File: config.mk
export PLATFORM = sky130hd
export DESIGN_NAME = flash_protect_host
export DESIGN_NICKNAME = d
export VERILOG_FILES = /design/src/hw/flash_host_pkg.sv /design/src/hw/pin_sync.sv /design/src/hw/flash_protect_host.sv
export SDC_FILE = /design/constraint.sdc
export NUM_CORES = 1
export LEC_CHECK = 0
export ABC_AREA = 1
export BUFFER_PORTS_ARGS = -buffer_cell sky130_fd_sc_hd__clkbuf_2
export CAP_MARGIN = 10
export CORE_MARGIN = 2
export CORE_UTILIZATION = 50
export DETAILED_ROUTE_END_ITERATION = 8
export PLACE_DENSITY = 0.73
export SLEW_MARGIN = 40
export SYNTH_ARGS = -nofsm -noshare
export SYNTH_HDL_FRONTEND = slang
export SYNTH_SLANG_ARGS = --single-unit
File: constraint.sdc
create_clock -name clk -period 3.7 [get_ports clk]
set_input_delay 0.37 -clock clk [delete_from_list [all_inputs] [get_ports clk]]
set_output_delay 0.37 -clock clk [all_outputs]
set_load 0.01 [all_outputs]
File: src/hw/flash_host_pkg.sv
// constants, types and helpers shared by the flash protection host
package flash_host_pkg;

   // ----------------------------------------------------------------
   // timing
   // ----------------------------------------------------------------
   localparam int CLK_MHZ = 10;
   function automatic int cyc_min(input int ns);
      int c;
      c = (ns * CLK_MHZ + 999) / 1000;
      return (c < 1) ? 1 : c;
   endfunction : cyc_min
   localparam int RST_HOLD_NS = 500;
   localparam int WAKE_NS = 200;
   localparam int WE_LOW_NS = 100;
   localparam int ACCESS_NS = 70;
   localparam int SYNC_CYC = 2;
   localparam logic [3:0] RST_CYC = 4'(cyc_min(RST_HOLD_NS));
   localparam logic [3:0] WAKE_CYC = 4'(cyc_min(WAKE_NS));
   localparam logic [3:0] WE_CYC = 4'(cyc_min(WE_LOW_NS));
   localparam logic [3:0] RD_CYC = 4'(cyc_min(ACCESS_NS) + SYNC_CYC);

   // ----------------------------------------------------------------
   // software register map
   // ----------------------------------------------------------------
   localparam logic [7:0] CTRL_OFS = 8'h00;
   localparam logic [7:0] CMD_OFS = 8'h04;
   localparam logic [7:0] ADDR_OFS = 8'h08;
   localparam logic [7:0] WDATA_OFS = 8'h0C;
   localparam logic [7:0] STATUS_OFS = 8'h10;
   localparam logic [7:0] RDATA_OFS = 8'h14;
   localparam int CTRL_WP_BIT = 0;
   localparam int CTRL_ACCEL_BIT = 1;
   localparam int CTRL_TEMP_BIT = 2;
   localparam int CTRL_BYPASS_BIT = 3;
   localparam int ST_BUSY_BIT = 0;
   localparam int ST_REFUSED_BIT = 1;
   localparam int ST_REGION_BIT = 2;
   localparam int ST_READY_BIT = 3;
   localparam int ST_GROUP_LSB = 4;
   localparam int ST_OUTER_BIT = 9;
   localparam logic CTRL_WP_RST = 1'b0;

   // ----------------------------------------------------------------
   // flash command words (word mode)
   // ----------------------------------------------------------------
   localparam logic [19:0] UNLOCK1_ADDR = 20'h00555;
   localparam logic [19:0] UNLOCK2_ADDR = 20'h002AA;
   localparam logic [15:0] UNLOCK1_DATA = 16'h00AA;
   localparam logic [15:0] UNLOCK2_DATA = 16'h0055;
   localparam logic [15:0] PROG_DATA = 16'h00A0;
   localparam logic [15:0] ENTER_DATA = 16'h0088;
   localparam logic [15:0] EXIT_DATA = 16'h0090;
   localparam logic [15:0] EXIT2_DATA = 16'h0000;
   localparam logic [15:0] RESET_DATA = 16'h00F0;

   typedef enum logic [2:0] {
      OP_NONE = 3'h0,
      OP_HWRST = 3'h1,
      OP_SWRST = 3'h2,
      OP_PROG = 3'h3,
      OP_ENTER = 3'h4,
      OP_EXIT = 3'h5,
      OP_READ = 3'h6
   } op_t;

   typedef enum logic [5:0] {
      S_IDLE = 6'h01,
      S_RST_LOW = 6'h02,
      S_WAKE = 6'h04,
      S_WR_LOW = 6'h08,
      S_WR_HIGH = 6'h10,
      S_RD = 6'h20
   } state_t;

   typedef struct packed {
      logic [19:0] addr;
      logic [15:0] data;
      logic last;
   } bus_cyc_t;

   typedef struct packed {
      logic [19:0] addr;
      logic [15:0] dq_o;
      logic dq_oe;
      logic ce_n;
      logic oe_n;
      logic we_n;
      logic reset_n;
      logic reset_elevated;
      logic protect_accel_pin;
      logic accel_high;
   } pins_t;

   typedef struct packed {
      state_t st;
      logic [3:0] cnt;
      logic [1:0] idx;
      op_t op;
      logic wp_high;
      logic accel;
      logic temp;
      logic bypass;
      logic [19:0] addr;
      logic [15:0] wdata;
      logic [19:0] bus_addr;
      logic [15:0] bus_data;
      logic last;
      logic [15:0] rdata;
      logic refused;
      logic in_region;
      logic ready;
      logic [31:0] sw_rdata;
   } ctl_t;

   // protection group of a word address, bottom-boot layout
   function automatic logic [4:0] group_of(input logic [19:0] a);
      if (a[19:15] == 5'h00)
         return {2'h0, a[14:12]};
      else if (a[19:17] == 3'h0)
         return 5'h08;
      else if (a[19:17] != 3'h7)
         return 5'h08 + {2'h0, a[19:17]};
      else if (a[16:15] == 2'h3)
         return 5'h10;
      else
         return 5'h0F;
   endfunction : group_of

   // the two lowest blocks are the outermost boot blocks
   function automatic logic is_outermost(input logic [19:0] a);
      return group_of(a) < 5'h02;
   endfunction : is_outermost

   function automatic bus_cyc_t seq_cycle(input op_t op, input logic byp,
      input logic [1:0] idx, input logic [19:0] a, input logic [15:0] w);
      bus_cyc_t c;
      c.addr = UNLOCK1_ADDR;
      c.data = UNLOCK1_DATA;
      c.last = 1'b0;
      if (idx == 2'h1)
      begin
         c.addr = UNLOCK2_ADDR;
         c.data = UNLOCK2_DATA;
      end
      case (op)
         OP_SWRST:
         begin
            c.data = RESET_DATA;
            c.last = 1'b1;
         end
         OP_PROG:
         begin
            if ((byp && idx == 2'h0) || (!byp && idx == 2'h2))
            begin
               c.addr = UNLOCK1_ADDR;
               c.data = PROG_DATA;
            end
            else if ((byp && idx == 2'h1) || idx == 2'h3)
            begin
               c.addr = a;
               c.data = w;
               c.last = 1'b1;
            end
         end
         OP_ENTER:
         begin
            if (idx == 2'h2)
            begin
               c.data = ENTER_DATA;
               c.last = 1'b1;
            end
         end
         OP_EXIT:
         begin
            if (idx == 2'h2)
               c.data = EXIT_DATA;
            else if (idx == 2'h3)
            begin
               c.data = EXIT2_DATA;
               c.last = 1'b1;
            end
         end
         default: c.last = 1'b1;
      endcase
      return c;
   endfunction : seq_cycle

endpackage : flash_host_pkg

File: src/hw/pin_sync.sv
// two-flop synchroniser for the flash data pins
`timescale 1ns/1ps
`default_nettype none
module pin_sync (
   input wire logic clk,
   input wire logic rst,
   input wire logic [15:0] din,
   output logic [15:0] dout
);
   typedef struct packed {
      logic [15:0] meta;
      logic [15:0] held;
   } sync_t;

   sync_t q;
   sync_t d;

   always_comb
   begin
      d.meta = din;
      d.held = q.meta;
   end

   always_ff @(posedge clk)
   begin
      if (rst)
         q <= '0;
      else
         q <= d;
   end

   assign dout = q.held;
endmodule : pin_sync
`default_nettype wire

File: src/hw/flash_protect_host.sv
// host controller driving the flash reset, protection and accelerate pins
`timescale 1ns/1ps
`default_nettype none
// Summary of operation
// - accelerate level gives bypass; host uses two-cycle program until a CTRL write clears it
// - host holds reset pin low at least 500 ns
// - after reset rises, wait 200 ns before trusting read data
// - host holds reset low through power-up; device then reads
module flash_protect_host (
   input wire logic clk,
   input wire logic rst,
   input wire logic [7:0] reg_addr,
   input wire logic [31:0] reg_wdata,
   input wire logic reg_wr,
   input wire logic reg_rd,
   output logic [31:0] reg_rdata,
   input wire logic [15:0] dq_i,
   output flash_host_pkg::pins_t flash
);
   flash_host_pkg::ctl_t q;
   flash_host_pkg::ctl_t d;
   flash_host_pkg::bus_cyc_t nxt;
   flash_host_pkg::op_t new_op;
   logic [15:0] dq_sync;
   logic cmd_wr;
   logic byp;
   logic outer_lock;

   pin_sync u_sync (
      .clk(clk),
      .rst(rst),
      .din(dq_i),
      .dout(dq_sync)
   );

   assign cmd_wr = reg_wr && reg_addr == flash_host_pkg::CMD_OFS;
   assign new_op = flash_host_pkg::op_t'(reg_wdata[2:0]);
   // accelerate level implies the two-cycle program form
   assign byp = q.bypass | q.accel;
   // low protect pin with no accelerate locks the outer blocks, even when
   // the reset pin is elevated, so refuse here instead of being ignored
   assign outer_lock = !q.wp_high && !q.accel && !q.in_region
      && flash_host_pkg::is_outermost(q.addr);
   // the cycle after the current one, loaded on the way into S_WR_LOW
   assign nxt = flash_host_pkg::seq_cycle(q.op, byp, q.idx + 2'h1, q.addr, q.wdata);

   // ----------------------------------------------------------------
   // next state
   // ----------------------------------------------------------------
   always_comb
   begin
      d = q;
      d.sw_rdata = '0;
      if (reg_rd)
      begin
         case (reg_addr)
            flash_host_pkg::CTRL_OFS:
               d.sw_rdata = {28'h0, q.bypass, q.temp, q.accel, q.wp_high};
            flash_host_pkg::CMD_OFS:
               d.sw_rdata = {29'h0, q.op};
            flash_host_pkg::ADDR_OFS:
               d.sw_rdata = {12'h0, q.addr};
            flash_host_pkg::WDATA_OFS:
               d.sw_rdata = {16'h0, q.wdata};
            flash_host_pkg::STATUS_OFS:
               d.sw_rdata = {22'h0, flash_host_pkg::is_outermost(q.addr),
                  flash_host_pkg::group_of(q.addr), q.ready, q.in_region,
                  q.refused, q.st != flash_host_pkg::S_IDLE};
            flash_host_pkg::RDATA_OFS:
               d.sw_rdata = {16'h0, q.rdata};
            default: d.sw_rdata = '0;
         endcase
      end
      if (reg_wr)
      begin
         case (reg_addr)
            flash_host_pkg::CTRL_OFS:
            begin
               d.wp_high = reg_wdata[flash_host_pkg::CTRL_WP_BIT];
               d.accel = reg_wdata[flash_host_pkg::CTRL_ACCEL_BIT];
               d.temp = reg_wdata[flash_host_pkg::CTRL_TEMP_BIT];
               d.bypass = reg_wdata[flash_host_pkg::CTRL_BYPASS_BIT];
            end
            flash_host_pkg::ADDR_OFS: d.addr = reg_wdata[19:0];
            flash_host_pkg::WDATA_OFS: d.wdata = reg_wdata[15:0];
            flash_host_pkg::STATUS_OFS:
               if (reg_wdata[flash_host_pkg::ST_REFUSED_BIT])
                  d.refused = 1'b0;
            default: ;
         endcase
      end
      // set after the clear so a refusal in the same cycle is kept
      if (cmd_wr && q.st != flash_host_pkg::S_IDLE)
         d.refused = 1'b1;
      unique case (q.st)
         flash_host_pkg::S_RST_LOW:
         begin
            d.ready = 1'b0;
            d.in_region = 1'b0;
            d.cnt = q.cnt + 4'h1;
            if (q.cnt == flash_host_pkg::RST_CYC - 4'h1)
            begin
               d.st = flash_host_pkg::S_WAKE;
               d.cnt = '0;
            end
         end
         flash_host_pkg::S_WAKE:
         begin
            d.cnt = q.cnt + 4'h1;
            if (q.cnt == flash_host_pkg::WAKE_CYC - 4'h1)
            begin
               d.st = flash_host_pkg::S_IDLE;
               d.ready = 1'b1;
            end
         end
         flash_host_pkg::S_IDLE:
         begin
            if (cmd_wr)
            begin
               d.op = new_op;
               d.idx = '0;
               d.cnt = '0;
               case (new_op)
                  flash_host_pkg::OP_HWRST:
                     d.st = flash_host_pkg::S_RST_LOW;
                  flash_host_pkg::OP_READ:
                  begin
                     d.bus_addr = q.addr;
                     d.st = flash_host_pkg::S_RD;
                  end
                  flash_host_pkg::OP_SWRST,
                  flash_host_pkg::OP_ENTER,
                  flash_host_pkg::OP_EXIT:
                     d.st = flash_host_pkg::S_WR_HIGH;
                  flash_host_pkg::OP_PROG:
                     if (outer_lock)
                        d.refused = 1'b1;
                     else
                        d.st = flash_host_pkg::S_WR_HIGH;
                  default: d.refused = 1'b1;
               endcase
               // a zero last flag marks the empty slot before cycle 0
               d.last = 1'b0;
               d.idx = 2'h3;
            end
         end
         flash_host_pkg::S_WR_LOW:
         begin
            d.cnt = q.cnt + 4'h1;
            if (q.cnt == flash_host_pkg::WE_CYC - 4'h1)
            begin
               d.st = flash_host_pkg::S_WR_HIGH;
               d.cnt = '0;
            end
         end
         flash_host_pkg::S_WR_HIGH:
         begin
            if (q.last)
            begin
               d.st = flash_host_pkg::S_IDLE;
               if (q.op == flash_host_pkg::OP_ENTER)
                  d.in_region = 1'b1;
               else if (q.op == flash_host_pkg::OP_EXIT)
                  d.in_region = 1'b0;
            end
            else
            begin
               d.idx = q.idx + 2'h1;
               d.st = flash_host_pkg::S_WR_LOW;
               d.cnt = '0;
            end
         end
         flash_host_pkg::S_RD:
         begin
            // access time plus the two sync flops before the word is trusted
            d.cnt = q.cnt + 4'h1;
            if (q.cnt == flash_host_pkg::RD_CYC - 4'h1)
            begin
               d.rdata = dq_sync;
               d.st = flash_host_pkg::S_IDLE;
            end
         end
      endcase
      // load the bus cycle that S_WR_LOW is about to drive
      if (d.st == flash_host_pkg::S_WR_LOW && q.st == flash_host_pkg::S_WR_HIGH)
      begin
         d.bus_addr = nxt.addr;
         d.bus_data = nxt.data;
         d.last = nxt.last;
      end
   end

   always_ff @(posedge clk)
   begin
      if (rst)
      begin
         q <= '0;
         q.st <= flash_host_pkg::S_RST_LOW;
         q.op <= flash_host_pkg::OP_NONE;
         q.wp_high <= flash_host_pkg::CTRL_WP_RST;
      end
      else
         q <= d;
   end

   // ----------------------------------------------------------------
   // pins
   // ----------------------------------------------------------------
   always_comb
   begin
      flash.addr = q.bus_addr;
      flash.dq_o = q.bus_data;
      flash.dq_oe = q.st == flash_host_pkg::S_WR_LOW
         || q.st == flash_host_pkg::S_WR_HIGH;
      flash.ce_n = !(q.st == flash_host_pkg::S_WR_LOW
         || q.st == flash_host_pkg::S_RD);
      flash.we_n = q.st != flash_host_pkg::S_WR_LOW;
      flash.oe_n = q.st != flash_host_pkg::S_RD;
      flash.reset_n = q.st != flash_host_pkg::S_RST_LOW;
      // dropping temp returns the pin to normal high and relocks
      flash.reset_elevated = q.temp && q.ready;
      flash.protect_accel_pin = q.wp_high | q.accel;
      flash.accel_high = q.accel;
   end

   assign reg_rdata = q.sw_rdata;
endmodule : flash_protect_host
`default_nettype wire

---- After elaboration in Yosys (flattened, before gate mapping) ----
Cells that the tools add are included.
storage, ports and cells
  word-level logic and storage cells ...... 160
  bits in registers ....................... 175
  output and inout port bits .............. 76
  bits of input ports ..................... 60
operators by class
  magnitude comparators ................... 2
  reductions and logical operators ........ 44
  muxes and demuxes ....................... 49
  add/subtract/negate cells ............... 3
  eq/ne operators ......................... 39
  bitwise logic cells ..................... 3
operators with widths
  operator              number
  $pmux W20 S6          1
  $mux W20              4
  $mux W37              2
  $pmux W16 S4          1
  $pmux W10 S6          1
  $mux W36              1
  $mux W17              2
  $mux W5               6
  $mux W27              1
  $mux W6               4
  $pmux W6 S4           1
  $mux W10              2
  $eq A8 B4 Y1 const B  2
  $eq A8 B5 Y1 const B  2
  $mux W16              1
  $reduce_and A2 Y1     8
  $eq A3 B3 Y1 const B  5
  $mux W1               15
  $mux W15              1
  $eq A3 B2 Y1 const B  4
  $eq A6 B4 Y1 const B  2
  $reduce_bool A2 Y1    6
  $logic_and A1 B1 Y1   10
  $lt A5 B2 Y1 const B  2
  other kinds (38)      56

---- Longest topological paths before layout ----
  word-level depth ........................ 15
  depth in mapped cells ................... 13
  depth with buffers taken out ............ 13

---- Modules after synthesis ----
A second synthesis with hierarchy kept.
unflattened totals
  cell total of the unflattened synthesis .. 1005
  area, all modules ....................... 7562.3 sq um
by module, submodules not included
  module              times used  sequential area each (sq um)  area an instance (sq um)  cells an instance
  flash_protect_host  1           2622.5                        6647.6                    906
  pin_sync            1           640.6                         914.6                     99

---- Worst setup path after synthesis ----
OpenSTA, ideal clock, no wires.
  path type ............................... register to register
  from .................................... reg q[131] (netlist bit)
  to ...................................... reg q (netlist bit flash[34])
  slack ................................... 1909 ps
  stages on the path, launching flop included .. 12
  data arrival time ....................... 1677 ps
  clock period less this slack ............ 1791 ps
  cells stage by stage .................... dfxtp_1 > inv_1 > ha_1 > nor2_1 > inv_1 > nand2_1 > clkbuf_1 > o21ai_0 > nand3_1 > o21ai_0 > o21ai_1 > inv_1
on the way
  word-level cells in the longest chain between the ends .. 8
  elaborated cells between the ends (all ways) .. 15
  classes of those cells .................. add/sub: 1; eq/ne: 3; mux: 5; reduce/logical: 6
RTL lines
  item                 RTL line                                      text
  from (decl)          flash_protect_host.sv:20                      flash_host_pkg::ctl_t q;
  $add A2 B1 Y2 (*)    flash_protect_host.sv:45                      assign nxt = flash_host_pkg::seq_cycle(q.op, byp, q.idx + 2'h1, q.addr, q.wdata);
  $eq A2 B1 Y1         flash_host_pkg.sv:141, flash_host_pkg.sv:159
  $logic_and A1 B1 Y1  flash_host_pkg.sv:159                         else if ((byp && idx == 2'h1) || idx == 2'h3)
  $logic_or A1 B1 Y1   flash_host_pkg.sv:159
  $mux W37             flash_host_pkg.sv:159
  $mux W36             flash_host_pkg.sv:154                         if ((byp && idx == 2'h0) || (!byp && idx == 2'h2))
  $mux W20 (*)         flash_host_pkg.sv:146                         case (op)
  $mux W37 (*)         flash_protect_host.sv:185                     if (d.st == flash_host_pkg::S_WR_LOW && q.st == flash_host_pkg::S_WR_HIGH)
Every way passes the cells marked *; elsewhere a longest branch is shown, timed or not.
A chain may end at the register's enable or synchronous reset.

---- Worst setup path after layout ----
  from .................................... reg q[131] (netlist bit)
  to ...................................... reg q (netlist bit flash[39])
on the way
  word-level cells in the longest chain between the ends .. 8
  elaborated cells between the ends (all ways) .. 14
  classes of those cells .................. add/sub: 1; eq/ne: 3; mux: 4; reduce/logical: 6
RTL lines
  item                 RTL line
  $add A2 B1 Y2 (*)    flash_protect_host.sv:45
  $eq A2 B1 Y1         flash_host_pkg.sv:159
  $logic_and A1 B1 Y1  flash_host_pkg.sv:159
  $logic_or A1 B1 Y1   flash_host_pkg.sv:159
  $mux W37             flash_host_pkg.sv:159
  $mux W36 (*)         flash_host_pkg.sv:154
  $mux W20 (*)         flash_host_pkg.sv:146
  $mux W37 (*)         flash_protect_host.sv:185
Marked as above.

==> summary.txt <==
Routing
  – Total wire length: 18300 µm
  – Vias: 6435
  – DRC: 0
  – ANT nets after route: 0
  – Initial DRC Count: 686
  – Vias/cell: 5.16
  – Pre-antenna DRT Iters: 5
  – Drt wl/cell: 14.7 µm

Clock tree
  – CTS root buffer: clkbuf_16
  – Num CTS Buffers: 17
  – CTS Sinks: 163
  – CTS Hold Bufs: 0
  – CTS tree: yes
  – Largest buffer count on any clock path: 2
  – CTS HTree Levels: 4
  – Clk_lat worst skew: 0.43 ns
  – Post-CTS sizing: 0
  – Postcts setup bufs: 0
  – CTS clk-pin slew, worst paths: 0.06 ns

Floorplan
  – Core Area: 0.0145 mm²
  – Total Die Area: 0.0159 mm²
  – I/O Pins: 136
  – DIE WIDTH: 126 µm
  – Initial Util: 51.3%
  – # rows: 44
  – Die H: 126 µm

Finish
  – Fillers: 1417
  – Antenna diodes: 0
  – Final Cell Area: 0.00820 mm²
  – Ratio of cells with drive above 1 in the final layout: 16.9%
  – Fin nets: 1124
  – P&R area growth vs syn: 10.1%

Outcome
  – Outcome: completed

Power
  – Power Density: 450 mW/mm²
  – Static leakage: 3.74 nW
  – Worst VDD drop: 0.334 mV
  – Power Total: 3.69 mW

Place
  – Placer Congestion: 0.926
  – Port Buffers: 111
  – Detail Placement HPWL: 12700 µm
  – Dpl cell area: 0.00762 mm²

Synth
  – Proportion of netlist area held by the largest area contributor: 43.8%
  – Area leader, netlist: dfxtp_1
  – Yosys cell types: 43
  – #FFs+latches synth: 163
  – Synth Area per Inst: 7.34 µm²
  – Syn Inst Count: 1015
  – Top post-synthesis cells by area: dfxtp_1 44%, nor2_1 8.4%, nand2_1 7.5%, buf_4 7.2%, inv_1 6.3%
  – Seq/Total Area, Yosys: 43.8%
  – Ys Warns: 0
  – Cell area after synthesis: 0.00745 mm²

GRT
  – Largest net degree at the start of global routing: 70
  – Tot GR Track Use: 22.9%
  – Initial antenna violation count: 0
  – First-pass GRT wire length: 29100 µm
  – Vias in the first global route: 5658
  – GRT overflow: 0

Timing
  – Slew @ Worst Pin: 0.827 ns
  – Fmax: 403 MHz
  – Clock Skew: 0.0135 ns
  – Slew Viols, Final: 0
  – RSZ-0062 raised after global routing: false
  – Final worst-path cycle share: 67.1%
  – Final Hold Violating Endpoints: 0
  – Final setup fails: 0
  – Final setup TNS: 0 ns
  – Period minus WS final: 2.48 ns
  – Relative slew slack: 44.5%

Critical path
  – Type of the worst setup path: reg -> reg
  – Worst path required time: 4.05 ns
  – Startpoint class of the critical path: register
  – CP max stage delay: 0.36 ns
  – CP max FO: 16
  – Crit path from: q[131]
  – Crit end category: register
  – Worst Path Buf+Inv: 3
  – Slowest cell on crit path: nor2_4
  – Delay-heaviest family, CP: simple AND/OR/NAND/NOR gates
  – Worst r2r src: q[131]
  – Worst path arrival time: 2.83 ns
  – Crit path cell chain: inv_1 > ha_1 > inv_1 > nand2_1 > nand2_1 > nor2_4 > nor2_1 > nor2_2 > inv_2 > a211oi_2

Worst hold path
  – Hold Path Class: in -> reg
  – Worst hold start: dq_i[4]

Job
  – Max-cap violations: 0
-- path summary, 6_finish.rpt --
path | end | slack (ns) | cells past startpoint
worst max-delay path | flash[39] | 1.22 | 10
worst min-delay path | u_sync.d[4] | 0.13 | 3
worst max register to register | flash[39] | 1.22 | 10
worst min register to register | u_sync.dout[7] | 0.40 | 2
-- registers in the layout, summed over array words and instances, names as in the netlist --
signal	count
u_sync.d	16
reg_rdata	20
flash	37
q	74
u_sync.dout	16
-- placed cells by master (no fill, tap or decap), drive strengths merged, types with 2 or more instances in the layout --
cell and instances:
dfxtp 163, clkinv 2, buf 3, nand3 44, clkbuf 132, a211oi 14, nor2 179, nor3 16
a22oi 2, nand4 13, ha 10, a221oi 8, bufinv 2, a31oi 10, a21oi 53, conb 12
o21ai 102, o22ai 3, inv 132, nand2 152
-- where the power goes --
group,total (mW),leakage [nW],internal [mW],switching [mW]
clock,1.75,0.284,1.06,0.695
sequential,1.79,1.32,1.78,0.0118
combinational,0.153,2.13,0.0496,0.103
-- per-stage QoR --
stage          cells  util [%]  setup WS, ns  hold WS [ns]
2_1_floorplan   1026         -          1.91         0.388
3_3_place_gp    1219      52.4          1.32         0.393
3_5_place_dp    1219      52.4          1.27         0.393
4_1_cts         1247      56.4          1.24         0.114
5_1_grt         1247      56.4          1.02         0.118
6_report        1247      56.4          1.22         0.127
-- cells by family after synthesis --
group	count (synthesis)	synth area share, %
AO/OA/AOI/OAI	198	15.3
adder cells (fa/ha/maj)	10	1.68
flip-flops	163	43.8
other	1	0.0503
buffers and inverters	235	15.7
AND/OR/NAND/NOR	406	23.2
XOR/XNOR	2	0.235
-- synthesized netlist by cell type (all sizes together) --
cell type / instances
a211oi: 14
a21oi: 53
a221oi: 8
a22oi: 2
a31o: 1
a31oi: 10
buf: 87
clkbuf: 18
clkinv: 1
conb: 1
dfxtp: 163
ha: 10
inv: 129
nand2: 152
nand3: 44
nand3b: 1
nand4: 13
nor2: 179
nor3: 16
nor3b: 1
o211ai: 1
o21ai: 102
o21bai: 1
o221ai: 1
o22ai: 3
o31ai: 1
o32ai: 1
xnor2: 1
xor2: 1
-- worst min-delay path, stage by stage --
cell	delay [ns]
clkbuf_2	0.08
inv_1	0.04
nor2_1	0.03
-- layer usage --
metal	part of all wire, %	global-route usage [%]
met5	0	0
met4	2.4	8.40
met3	6.9	4.89
met2	44	35.3
met1	47	31.8
-- area by class of cell --
type	instances	area [µm²]	area share (%)
clock inverters	7	98.8	1.21
clock buffers	21	480	5.86
flip-flops and latches	163	3260	39.8
inverters	130	489	5.97
multi-input cells	628	3060	37.3
well taps	184	230	2.81
repair buffers	114	578	7.05
Power figures use the tool's default switching activity.
